==> config.mk <==
export PLATFORM = sky130hd
export DESIGN_NAME = utdds_top
export DESIGN_NICKNAME = d
export VERILOG_FILES = /design/src/utdds_top.v
export VERILOG_INCLUDE_DIRS = /design/src
export SDC_FILE = /design/constraint.sdc
export NUM_CORES = 1
export LEC_CHECK = 0
export BUFFER_PORTS_ARGS = -buffer_cell sky130_fd_sc_hd__clkbuf_2
export CORE_UTILIZATION = 54
export CTS_BUF_LIST = sky130_fd_sc_hd__clkbuf_4
export DETAILED_ROUTE_END_ITERATION = 8
export GPL_TIMING_DRIVEN = 0
export HOLD_SLACK_MARGIN = 0.15
export PLACE_DENSITY = 0.8
export SLEW_MARGIN = 10
export SYNTH_ARGS = -nofsm -noshare
export SYNTH_HDL_FRONTEND = slang
export SYNTH_SLANG_ARGS = --single-unit
==> constraint.sdc <==
create_clock -name ref_clk_i -period 3.7 [get_ports ref_clk_i]
set_clock_uncertainty 0.2 [all_clocks]
set_input_delay 0.925 -clock ref_clk_i [delete_from_list [all_inputs] [get_ports ref_clk_i]]
set_output_delay 0.925 -clock ref_clk_i [all_outputs]
set_load 0.05 [all_outputs]
==> src/utdds_defs.vh <==
/*
 * Constants for the transmit descriptor DMA state block: descriptor word
 * offsets, control word three field positions and widths.
 * Assumes it is included once per compilation unit by its bare name.
 */
`ifndef UTDDS_DEFS_VH
`define UTDDS_DEFS_VH

// Byte offsets of the four descriptor words from the descriptor address.
`define UTDDS_W0_OFS 32'h00000000
`define UTDDS_W1_OFS 32'h00000004
`define UTDDS_W2_OFS 32'h00000008
`define UTDDS_W3_OFS 32'h0000000c

// Control word three bit positions.
`define UTDDS_FIRST_BIT 31
`define UTDDS_LAST_BIT 30
`define UTDDS_OWN_BIT 29
`define UTDDS_EOQ_BIT 28
`define UTDDS_ZLP_BIT 23
`define UTDDS_PLEN_HI 15
`define UTDDS_PLEN_LO 0

// Word two fields: leading skip count and valid byte count.
`define UTDDS_SKIP_HI 31
`define UTDDS_SKIP_LO 16
`define UTDDS_BLEN_HI 15
`define UTDDS_BLEN_LO 0

// Bits of word three that the engine may write back (reserved cleared).
`define UTDDS_W3_KEEP 32'hf080ffff

// Reset value of every pointer and length of the channel state.
`define UTDDS_PTR_RST 32'h00000000
`define UTDDS_LEN_RST 16'h0000

`endif

==> src/utdds_top.v <==
/*
 * Transmit descriptor interpreter and state keeper for one DMA transmit
 * channel. It walks a descriptor chain in memory, streams packet bytes
 * into an endpoint FIFO through a two-entry buffer and writes the
 * ownership and queue-end flags back. Instantiate once per channel.
 * Assumes a single-clock memory port that answers each request with a
 * one-cycle ack, and control inputs from logic on the same clock.
 */
// Behaviour
// RQ1 - Bit 31 starts a packet.
// RQ2 - Bit 30 closes a packet.
// RQ3 - Bit 29 ownership, valid on first buffer.
// RQ4 - Clear ownership after packet fully sent.
// RQ5 - Set queue-end on final descriptor of queue.
// RQ6 - Zero-byte flag sends empty packet, no data.
// RQ7 - Packet length taken from first buffer only.
// RQ8 - Truncate packet at length, drop rest.
// RQ9 - Software never sets length above buffer total.
// RQ10 - Any buffer count per packet handled.
// RQ11 - Channel state pointers and lengths readable.
// RQ12 - One queue, one head, one completion pointer.
// RQ13 - Zero next pointer stops descriptor fetching.
// RQ14 - Skip leading bytes, count valid bytes.
// RQ15 - Completion write raises interrupt until matched.
// RQ16 - Reserved bits ignored and written as zero.
`timescale 1ns/10ps
`default_nettype none
`include "utdds_defs.vh"

module utdds_top (
    // Clock and reset.
    input wire ref_clk_i,
    input wire arst_n_i,
    // Software control of the channel state.
    input wire dma_en_i,
    input wire head_wr_i,
    input wire [31:0] head_wdata_i,
    input wire comp_wr_i,
    input wire [31:0] comp_wdata_i,
    // Readable channel state.
    output reg [31:0] tx_queue_head_ptr_o,
    output reg [31:0] tx_completion_ptr_o,
    output reg [31:0] tx_first_desc_ptr_o,
    output reg [31:0] tx_current_desc_ptr_o,
    output reg [31:0] tx_current_buf_ptr_o,
    output reg [31:0] tx_scratch_state_o,
    output reg [31:0] tx_packet_length_state_o,
    output reg chan_irq_o,
    // Memory master port.
    output reg mem_req_o,
    output reg mem_we_o,
    output reg [31:0] mem_addr_o,
    output reg [31:0] mem_wdata_o,
    input wire mem_ack_i,
    input wire [31:0] mem_rdata_i,
    // Endpoint FIFO byte stream.
    output reg [7:0] ep_data_o,
    output reg ep_last_o,
    output reg ep_zlp_o,
    output reg ep_valid_o,
    input wire ep_ready_i
);

    // Walker states.
    localparam [2:0] ST_IDLE = 3'd0;
    localparam [2:0] ST_RD = 3'd1;
    localparam [2:0] ST_DEC = 3'd2;
    localparam [2:0] ST_DAT = 3'd3;
    localparam [2:0] ST_FIN = 3'd4;
    localparam [2:0] ST_WBF = 3'd5;
    localparam [2:0] ST_WBE = 3'd6;
    localparam [2:0] ST_DONE = 3'd7;

    reg [2:0] st; // Walker state.
    reg [1:0] widx; // Descriptor word being fetched.
    reg [31:0] desc [0:3]; // Current descriptor words.
    reg [31:0] first_w3; // Word three of the packet's first descriptor.
    reg [15:0] rem_len; // Remaining packet bytes.
    reg [15:0] act_len; // Bytes sent so far in the packet.
    reg [15:0] buf_left; // Valid bytes left in the current buffer.
    reg [31:0] hw_comp; // Address the engine last wrote as completed.
    reg [9:0] spare; // Second buffer entry {zlp, last, byte}.
    reg spare_v; // Second entry holds a word.
    // Picks one byte of a little-endian word by its byte lane.
    function [7:0] byte_sel;
        input [31:0] w;
        input [1:0] lane;
        begin
            case (lane)
                2'd0: byte_sel = w[7:0];
                2'd1: byte_sel = w[15:8];
                2'd2: byte_sel = w[23:16];
                default: byte_sel = w[31:24];
            endcase
        end
    endfunction
    // Word three with reserved bits forced to zero for write-back.
    function [31:0] w3_clean;
        input [31:0] w;
        begin
            w3_clean = w & `UTDDS_W3_KEEP; // RQ16
        end
    endfunction
    wire [31:0] w0 = desc[0];
    wire [31:0] w3 = desc[3];
    wire is_first = w3[`UTDDS_FIRST_BIT]; // RQ1
    wire is_last = w3[`UTDDS_LAST_BIT]; // RQ2
    wire is_zlp = w3[`UTDDS_ZLP_BIT];
    wire queue_end = (w0 == `UTDDS_PTR_RST); // RQ13
    wire buf_rdy = ~spare_v; // Room for one more word.
    wire mem_done = mem_req_o & mem_ack_i;
    // Leading skip applies only on a first buffer.
    wire [15:0] skip = is_first ?
        desc[2][`UTDDS_SKIP_HI:`UTDDS_SKIP_LO] : `UTDDS_LEN_RST; // RQ14
    // Push into the buffer: a fetched data byte or a zero-length marker.
    reg push;
    reg [9:0] push_d;
    always @* begin
        push = 1'b0;
        push_d = 10'h000;
        if (st == ST_DAT && mem_done && !mem_we_o) begin
            push = 1'b1;
            // The byte closes the packet at the length or the last byte.
            push_d = {1'b0,
                (rem_len == 16'h0001) | (is_last & (buf_left == 16'h0001)),
                byte_sel(mem_rdata_i, tx_current_buf_ptr_o[1:0])};
        end else if (st == ST_DEC && is_zlp && buf_rdy) begin
            push = 1'b1;
            push_d = {1'b1, 1'b1, 8'h00}; // RQ6
        end
    end
    // Two-entry buffer; the front entry drives the ports directly so a
    // stall by the endpoint never drops a byte already fetched.
    always @(posedge ref_clk_i or negedge arst_n_i) begin
        if (!arst_n_i) begin
            ep_valid_o <= 1'b0;
            ep_data_o <= 8'h00;
            ep_last_o <= 1'b0;
            ep_zlp_o <= 1'b0;
            spare <= 10'h000;
            spare_v <= 1'b0;
        end else if (!ep_valid_o || ep_ready_i) begin
            // Front entry frees up: refill from spare, else from push.
            if (spare_v) begin
                {ep_zlp_o, ep_last_o, ep_data_o} <= spare;
                ep_valid_o <= 1'b1;
                spare_v <= 1'b0;
            end else begin
                {ep_zlp_o, ep_last_o, ep_data_o} <= push_d;
                ep_valid_o <= push;
            end
        end else if (push) begin
            // Front is stalled; park the new word in the spare entry.
            spare <= push_d;
            spare_v <= 1'b1;
        end
    end
    // Descriptor walker, memory port and channel state.
    always @(posedge ref_clk_i or negedge arst_n_i) begin
        if (!arst_n_i) begin
            st <= ST_IDLE;
            widx <= 2'd0;
            desc[0] <= `UTDDS_PTR_RST;
            desc[1] <= `UTDDS_PTR_RST;
            desc[2] <= `UTDDS_PTR_RST;
            desc[3] <= `UTDDS_PTR_RST;
            first_w3 <= `UTDDS_PTR_RST;
            rem_len <= `UTDDS_LEN_RST;
            act_len <= `UTDDS_LEN_RST;
            buf_left <= `UTDDS_LEN_RST;
            mem_req_o <= 1'b0;
            mem_we_o <= 1'b0;
            mem_addr_o <= `UTDDS_PTR_RST;
            mem_wdata_o <= `UTDDS_PTR_RST;
            tx_queue_head_ptr_o <= `UTDDS_PTR_RST;
            tx_first_desc_ptr_o <= `UTDDS_PTR_RST;
            tx_current_desc_ptr_o <= `UTDDS_PTR_RST;
            tx_current_buf_ptr_o <= `UTDDS_PTR_RST;
        end else begin
            // Software may reload the head only while the walker rests,
            // so a busy chain is never redirected midway.
            if (head_wr_i && st == ST_IDLE) begin
                tx_queue_head_ptr_o <= head_wdata_i; // RQ12
            end
            case (st)
                ST_IDLE: begin
                    if (dma_en_i && tx_queue_head_ptr_o != `UTDDS_PTR_RST &&
                        !head_wr_i) begin
                        tx_current_desc_ptr_o <= tx_queue_head_ptr_o;
                        st <= ST_RD;
                    end
                end
                ST_RD: begin
                    // Fetch the four descriptor words in order.
                    if (!mem_req_o) begin
                        mem_req_o <= 1'b1;
                        mem_we_o <= 1'b0;
                        mem_addr_o <= tx_current_desc_ptr_o + {widx, 2'b00};
                    end else if (mem_ack_i) begin
                        mem_req_o <= 1'b0;
                        desc[widx] <= mem_rdata_i;
                        widx <= widx + 2'd1;
                        if (widx == 2'd3) begin
                            st <= ST_DEC;
                        end
                    end
                end
                ST_DEC: begin
                    if (is_first) begin
                        // A new packet: length and ownership come from here.
                        tx_first_desc_ptr_o <= tx_current_desc_ptr_o; // RQ1
                        first_w3 <= w3; // RQ3
                        rem_len <= w3[`UTDDS_PLEN_HI:`UTDDS_PLEN_LO]; // RQ7
                        act_len <= `UTDDS_LEN_RST;
                    end
                    tx_current_buf_ptr_o <= desc[1] + {16'h0000, skip}; // RQ14
                    buf_left <= desc[2][`UTDDS_BLEN_HI:`UTDDS_BLEN_LO]; // RQ14
                    if (!is_zlp) begin
                        st <= ST_DAT;
                    end else if (buf_rdy) begin
                        st <= ST_FIN; // RQ6
                    end
                end
                ST_DAT: begin
                    if (!mem_req_o) begin
                        // Stop at buffer end or at the packet length; any
                        // bytes beyond the length are simply not read.
                        if (buf_left == `UTDDS_LEN_RST ||
                            rem_len == `UTDDS_LEN_RST) begin
                            st <= ST_FIN; // RQ8
                        end else if (buf_rdy) begin
                            mem_req_o <= 1'b1;
                            mem_we_o <= 1'b0;
                            mem_addr_o <= {tx_current_buf_ptr_o[31:2], 2'b00};
                        end
                    end else if (mem_ack_i) begin
                        mem_req_o <= 1'b0;
                        rem_len <= rem_len - 16'h0001;
                        act_len <= act_len + 16'h0001;
                        buf_left <= buf_left - 16'h0001;
                        tx_current_buf_ptr_o <= tx_current_buf_ptr_o + 32'h1;
                    end
                end
                ST_FIN: begin
                    // Middle and first buffers chain on unless the next pointer is zero; last ones close.
                    if (is_last) begin
                        st <= ST_WBF; // RQ10
                    end else if (queue_end) begin
                        tx_queue_head_ptr_o <= `UTDDS_PTR_RST; // RQ13
                        st <= ST_IDLE;
                    end else begin
                        tx_current_desc_ptr_o <= w0; // RQ10
                        st <= ST_RD;
                    end
                end
                ST_WBF: begin
                    // Hand the packet back by clearing ownership; when the
                    // first descriptor is also the queue's last one the
                    // queue-end flag goes out in the same write.
                    if (!mem_req_o) begin
                        mem_req_o <= 1'b1;
                        mem_we_o <= 1'b1;
                        mem_addr_o <= tx_first_desc_ptr_o + `UTDDS_W3_OFS;
                        mem_wdata_o <= (w3_clean(first_w3) &
                            ~(32'h1 << `UTDDS_OWN_BIT)) |
                            ({31'h0, queue_end & (tx_first_desc_ptr_o ==
                            tx_current_desc_ptr_o)} << `UTDDS_EOQ_BIT); // RQ4
                    end else if (mem_ack_i) begin
                        mem_req_o <= 1'b0;
                        mem_we_o <= 1'b0;
                        if (queue_end &&
                            tx_first_desc_ptr_o != tx_current_desc_ptr_o) begin
                            st <= ST_WBE;
                        end else begin
                            st <= ST_DONE;
                        end
                    end
                end
                ST_WBE: begin
                    // Mark the final descriptor of the final packet.
                    if (!mem_req_o) begin
                        mem_req_o <= 1'b1;
                        mem_we_o <= 1'b1;
                        mem_addr_o <= tx_current_desc_ptr_o + `UTDDS_W3_OFS;
                        mem_wdata_o <= w3_clean(w3) |
                            (32'h1 << `UTDDS_EOQ_BIT); // RQ5
                    end else if (mem_ack_i) begin
                        mem_req_o <= 1'b0;
                        mem_we_o <= 1'b0;
                        st <= ST_DONE;
                    end
                end
                ST_DONE: begin
                    // Advance the head; a zero head leaves the queue empty.
                    // The word index wraps to zero after each four-word descriptor fetch.
                    tx_queue_head_ptr_o <= w0; // RQ13
                    if (queue_end) begin
                        st <= ST_IDLE;
                    end else begin
                        tx_current_desc_ptr_o <= w0;
                        st <= ST_RD;
                    end
                end
                default: begin
                    st <= ST_IDLE;
                end
            endcase
        end
    end
    // Completion pointer and channel interrupt. The engine's own write
    // wins a tie with software, and a raise beats a same-cycle clear.
    always @(posedge ref_clk_i or negedge arst_n_i) begin
        if (!arst_n_i) begin
            tx_completion_ptr_o <= `UTDDS_PTR_RST;
            hw_comp <= `UTDDS_PTR_RST;
            chan_irq_o <= 1'b0;
        end else if (st == ST_DONE) begin
            tx_completion_ptr_o <= tx_current_desc_ptr_o; // RQ15
            hw_comp <= tx_current_desc_ptr_o;
            chan_irq_o <= 1'b1; // RQ15
        end else if (comp_wr_i) begin
            tx_completion_ptr_o <= comp_wdata_i;
            // Only an exact echo of the engine's address acknowledges.
            if (comp_wdata_i == hw_comp) begin
                chan_irq_o <= 1'b0; // RQ15
            end
        end
    end
    // Length and scratch state, registered for software reads.
    always @(posedge ref_clk_i or negedge arst_n_i) begin
        if (!arst_n_i) begin
            tx_packet_length_state_o <= `UTDDS_PTR_RST;
            tx_scratch_state_o <= `UTDDS_PTR_RST;
        end else begin
            tx_packet_length_state_o <= {rem_len, act_len}; // RQ11
            tx_scratch_state_o <= {10'h000, spare_v, widx, st, buf_left};
        end
    end

endmodule
`default_nettype wire

== Word-level counts from Yosys, hierarchy flattened ==
Index checks and enable logic that the tools add are counted.
Word-level totals
  word-level logic and storage cells: 207
  flip-flop bits (word level): 548
  output and inout bits: 302
  input port bits: 103
Operators by class
  bitwise gates (word level): 8
  $add $sub $neg: 9
  multiplexer cells: 81
  reduce and logical (&&, ||, !) cells: 42
  equality and inequality tests: 36
  $lt $le $gt $ge: 2
Operators with widths (number)
  32-bit two-way mux: 19
  32-bit one-hot mux with 2 select lines: 3
  16-bit two-way mux: 9
  128-bit bitwise mux: 1
  32-bit one-hot mux with 4 select lines: 1
  16-bit one-hot mux with 2 select lines: 3
  32-bit one-hot mux with 3 select lines: 1
  32-bit by 4-bit adder with 32-bit output, second input constant: 2
  32-bit demux with 2-bit select: 1
  32-bit equality test: 2
  3-bit two-way mux: 13
  2-bit inequality test, second input constant: 17
  32-bit by 1-bit adder with 32-bit output, second input constant: 1
  32-bit by 16-bit adder with 32-bit output: 1
  32-bit by 4-bit adder with 32-bit output: 1
  16-bit by 1-bit equality test with 1-bit output, second input constant: 2
  16-bit zero test: 2
  32-bit zero test: 1
  32-bit inequality test: 1
  32-bit by 29-bit bitwise OR with 32-bit output: 1
  32-bit nonzero test: 1
  16-bit by 1-bit subtractor with 16-bit output, second input constant: 2
  3-bit one-hot mux with 8 select lines: 1
  8-bit one-hot mux with 3 select lines: 1
  other kinds (37): 91

== Longest topological paths before layout ==
  depth after elaboration: 7
  gate-level depth with buffers: 14
  depth with buffers taken out: 10

== Worst setup path after synthesis ==
No wires, ideal clock.
  path type: register -> register
  start: register st[1]
  end: register mem_addr_o[28]
  path slack: 0.243 ns
  arrival: 3.123 ns
  setup time: 0.135 ns
  data required time: 3.365 ns
  stages on the path, launching flop included: 14
  clock period less this slack: 3.457 ns
  cell sequence: dfrtp_1 > buf_2 > nand3b_1 > buf_2 > buf_2 > buf_2 > buf_2 > a21oi_1 > ha_1 > a21o_1 > a211o_1 > a2111oi_4 > xor2_1 > o22ai_1
Between the ends
  word-level cells in the longest chain between the ends: 3
  elaborated cells on any way between the ends: 13
Ends and longest elaborated chain
  start, declared: line utdds_top.v:74  | reg [2:0] st;
  start signal, assigned: line utdds_top.v:161  | st <= ST_IDLE;
  start signal, assigned: line utdds_top.v:190  | st <= ST_RD;
  start signal, assigned: line utdds_top.v:204  | st <= ST_DEC;
  3-bit by 2-bit equality test with 1-bit output (tied with other cells): line utdds_top.v:185  | case (st)
  4-bit nonzero test (no source line) / 2-bit inequality test (equally long branches)
  7-bit AND reduction (no source line)
  end signal, assigned: line utdds_top.v:173  | mem_addr_o <= `UTDDS_PTR_RST;
  end signal, assigned: line utdds_top.v:198  | mem_addr_o <= tx_current_desc_ptr_o + {widx, 2'b00};
  end signal, assigned: line utdds_top.v:234  | mem_addr_o <= {tx_current_buf_ptr_o[31:2], 2'b00};
  end, declared: line utdds_top.v:52  | output reg [31:0] mem_addr_o,
Parallel ways exist; a longest one is shown, timed or not.
A chain may end at the register's enable or synchronous reset.

== Worst setup path in the final report ==
  start: register tx_current_desc_ptr_o[10]
  end: register mem_addr_o[24]
Between the ends
  word-level cells in the longest chain between the ends: 3
  elaborated cells on any way between the ends: 5
Ends and longest elaborated chain
  start, declared: line utdds_top.v:44  | output reg [31:0] tx_current_desc_ptr_o,
  start signal, assigned: line utdds_top.v:177  | tx_current_desc_ptr_o <= `UTDDS_PTR_RST;
  start signal, assigned: line utdds_top.v:189  | tx_current_desc_ptr_o <= tx_queue_head_ptr_o;
  start signal, assigned: line utdds_top.v:252  | tx_current_desc_ptr_o <= w0;
  32-bit by 4-bit adder with 32-bit output (on tied branches)
  32-bit two-way mux (on tied branches): line utdds_top.v:281, utdds_top.v:195
  32-bit one-hot mux with 4 select lines (*): line utdds_top.v:185
  end signal, assigned: line utdds_top.v:173
  end signal, assigned: line utdds_top.v:198
  end signal, assigned: line utdds_top.v:284  | mem_addr_o <= tx_current_desc_ptr_o + `UTDDS_W3_OFS;
Mark *: on every way between the ends. The rest lies on a longest branch, timed or not. The select of a mux whose other input is x is not followed.

==> flow_summary_export.csv <==
group,metric,value,unit
drt,route.vias.total,25620,
clock_network,cts_root_buf,"sky130_fd_sc_hd__clkbuf_4",
drt,route.detailed.drc,0,
clock_network,cts_num_sinks,514,
pwr,power_switching_share,52.12,%
finish,final_cell_count_no_fill,4029,
grt,global_route.overflow_total,0,
pwr,combinationalPowerShare,49.0,%
die,overall_die_area,48960,um2
grt,grt_max_degree,102,
grt,wire_length_of_the_first_global_routing_pass,151.4,mm
pwr,power_frac_clock,16.6,%
logic_synthesis,syn_avg_cell_area,9.645,um2
placement,area_after_detailed_placement,28880,um2
timing,max_slew_margin,35.38,%
placement,placement.setup.worst_slack,-0.6892,ns
die,floorplan.initialDensity,55.30,%
drt,avgViaCountPerCell,6.358,
die,fp.coreArea,46950,um2
drt,drt-total-wl,101.6,mm
critical_path,timing.critical_path.required,4.35,ns
pwr,p_sw,15.99,mW
critical_path,setup.worst_path.end_class,"flop",
logic_synthesis,post_synth_edffs,0,
grt,first_global_vias,25100,
die,design.portCount,405,
placement,dp_hpwl,71.63,mm
drt,drt_first_pass_iters,9,
die,die-height,221.3,um
logic_synthesis,synth.top_cells.by_area,"sky130_fd_sc_hd__dfrtp_1 50%, sky130_fd_sc_hd__nand2_1 7.1%, sky130_fd_sc_hd__mux2i_1 5.6%",
logic_synthesis,area_of_the_mapped_netlist,25960,um2
status,status,"complete, no violations",
logic_synthesis,ys_dominant_reg_cell,"sky130_fd_sc_hd__dfrtp_1",
timing,final_min_period_over_clock_period,97.60,%
drt,drt_first_iter_violations,3194,
logic_synthesis,synth_largest_type_area_fraction,49.54,%
clock_network,clockBufferDepth,3,
timing,layout_setup_ws,0.08886,ns
pwr,leakagePower,15.08,nW
clock_network,clock_latency,1.06,ns
pwr,irDropWorstVdd,0.0005780,V
timing,totalNegativeSetupSlack,0,ns
pwr,power_density,971.0,nW/um2
logic_synthesis,postSynthCellCount,2692,
finish,final_nets,3472,
critical_path,critPathLaunchType,"flop",
critical_path,crit_type,"flop to flop",
timing,min_period,3.611,ns
timing,setup_violations,0,
pwr,power.share.sequential,34.4,%
min_path,hold_class,"flop to flop",
critical_path,crit_fanout,10,
logic_synthesis,yosysWarningCount,0,
timing,maxSlewViolCount,0,
finish,final_design_area_no_fill,31600,um2
grt,grt_antenna_before_repair,5,
logic_synthesis,synth_top_area_cell,"sky130_fd_sc_hd__dfrtp_1",
clock_network,clock_tree.htree_level_count,4,
die,chipWidth,221.3,um
finish,final_layout_size_suffix_gt1_share,22.83,%
timing,maxClockFrequency,0.2769,GHz
logic_synthesis,register_area_share_after_synthesis,49.54,%
finish,postLayoutCoreUtil,67.30,%
clock_network,clkSlewWorstSetupHoldPaths,0.06,ns
logic_synthesis,synth_cell_types,77,
placement,routability_cong,1.030,
placement,port_buffers,382,
logic_synthesis,postSynthRegisterBits,514,
pwr,cell_internal_power,14.69,mW
timing,report.final.hold_viol_count,0,
critical_path,cp.arrival,4.26,ns
timing,timing_worst_slew_pin_value,0.9694,ns
drt,drtAntennaViolNets,0,
finish,flow.area_growth_from_synthesis,21.70,%
die,rows,79,
drt,routed_wire_length_per_instance,25.21,um
clock_network,number_of_buffers_added_by_the_clock_tree_synthesis_step,140,
grt,grt.total_usage,41.33,%
run,maxCapViolCount,0,
clock_network,clock_tree_from_tritoncts,"done",
placement,placed_cells_incl_taps,3707,
logic_synthesis,async_flop_share,100.0,%
==> layout make-up <==
cell class	count	area, um2
Antenna cell	6	15.01
Buffer	196	879.6
Inverter	25	93.84
Tap cell	607	759.5
Fill cell	3614	15350
Multi-Input combinational cell	1974	12290
Timing Repair Buffer	482	3019
Sequential cell	514	12870
Clock inverter	33	234.0
Clock buffer	192	1441
==> layer usage <==
metal | global-route usage (%) | share of wire (%)
met1 | 51.65 | 37
met2 | 61.38 | 43
met3 | 12.76 | 12
met4 | 28.72 | 7.6
met5 | 0 | 0.013
==> layout by cell type (no fill, tap or decap), types with 22 or more instances in the layout <==
master	count
sky130_fd_sc_hd__dfrtp_1	513
sky130_fd_sc_hd__clkbuf_1	135
sky130_fd_sc_hd__ha_1	33
sky130_fd_sc_hd__buf_4	30
sky130_fd_sc_hd__nand2_1	488
sky130_fd_sc_hd__nand4_1	47
sky130_fd_sc_hd__clkbuf_4	192
sky130_fd_sc_hd__xnor2_1	66
sky130_fd_sc_hd__o21ai_0	240
sky130_fd_sc_hd__nor4_1	43
sky130_fd_sc_hd__inv_1	25
sky130_fd_sc_hd__nand3_1	59
sky130_fd_sc_hd__a21oi_1	134
sky130_fd_sc_hd__clkinv_1	22
sky130_fd_sc_hd__dlygate4sd3_1	91
sky130_fd_sc_hd__nor3_1	43
sky130_fd_sc_hd__nor2_1	151
sky130_fd_sc_hd__mux2_2	117
sky130_fd_sc_hd__mux2i_1	145
sky130_fd_sc_hd__xor2_1	79
sky130_fd_sc_hd__and2_1	25
sky130_fd_sc_hd__clkbuf_2	383
==> critical path: stages, from the launching register on <==
cell                       delay [ns]
sky130_fd_sc_hd__dfrtp_1         0.38
sky130_fd_sc_hd__clkbuf_1        0.67
sky130_fd_sc_hd__nand4_1         0.26
sky130_fd_sc_hd__or4_1           0.48
sky130_fd_sc_hd__a21o_2          0.30
sky130_fd_sc_hd__a211o_1         0.35
sky130_fd_sc_hd__xor2_1          0.20
sky130_fd_sc_hd__a222oi_1        0.46
sky130_fd_sc_hd__a21oi_1         0.12
==> final timing paths <==
| path | slack [ns] | end | depth (start not counted) | startpoint |
|---|---|---|---|---|
| min in group asynchronous | 0.23 | spare[3] | 2 | arst_n_i |
| max in group asynchronous | 1.13 | tx_packet_length_state_o[3] | 6 | arst_n_i |
| max reg2reg | 0.09 | mem_addr_o[24] | 8 | tx_current_desc_ptr_o[10] |
| min | 0.20 | tx_packet_length_state_o[15] | 0 | act_len[15] |
| max | 0.09 | mem_addr_o[24] | 8 | tx_current_desc_ptr_o[10] |
| min reg2reg | 0.20 | tx_packet_length_state_o[15] | 0 | act_len[15] |
==> kinds of logic after synthesis <==
logic type | Yosys count | share of synthesized area [%]
AND/OR/NAND/NOR | 943 | 16.28
AO/OA/AOI/OAI | 566 | 13.09
flip-flops | 514 | 49.54
multiplexers | 263 | 10.70
XOR/XNOR | 145 | 4.891
adder cells (fa/ha/maj) | 36 | 1.793
other | 1 | 0.01444
buffers and inverters | 224 | 3.687
==> per-stage QoR <==
step,hold slack (ns),power [mW]
finish,0.1958,30.68
global route,0.1299,31.82
CTS,0.1538,30.01
detailed placement,0.1776,24.85
global placement,0.1543,24.47
floorplan,0.1487,19.74
==> timing repair <==
action                                 CTS  global route
buffers inserted                         2             1
gates resized for setup                 18            16
hold buffers                            91             0
endpoints found under the hold margin  197             0
setup endpoints to repair               31            35
pin swaps                                2             3
==> Yosys cell counts, drive strengths merged, types with 21 or more instances <==
cell	number
mux2i	146
nor4	44
xor2	79
o211ai	21
nand3	59
nand2	488
nor2	152
and2	26
mux2	117
buf	59
a21oi	135
o21ai	242
ha	34
dfrtp	514
inv	25
xnor2	66
clkbuf	140
nor3	46
nand4	47
==> registers in the layout (all words and copies together), names as in the netlist, 16 cells and up <==
| signal | cells |
|---|---|
| w3 | 21 |
| rem_len | 16 |
| mem_wdata_o | 21 |
| tx_packet_length_state_o | 32 |
| tx_current_buf_ptr_o | 32 |
| buf_left | 16 |
| tx_scratch_state_o | 22 |
| tx_current_desc_ptr_o | 32 |
| hw_comp | 32 |
| act_len | 16 |
| mem_addr_o | 32 |
| tx_first_desc_ptr_o | 32 |
| first_w3 | 20 |
| tx_queue_head_ptr_o | 32 |
| tx_completion_ptr_o | 32 |
| w0 | 32 |
| desc | 64 |
==> power by group through the flow <==
stage | clock network, mW | registers (mW) | logic [mW]
3_5_place_dp | 0 | 10.4 | 14.4
5_1_grt | 5.41 | 10.7 | 15.7
2_1_floorplan | 0 | 13.5 | 6.22
6_report | 5.09 | 10.6 | 15.0
3_3_place_gp | 0 | 10.3 | 14.1
4_1_cts | 5.09 | 10.4 | 14.6
(Power assumes the default switching activity.)
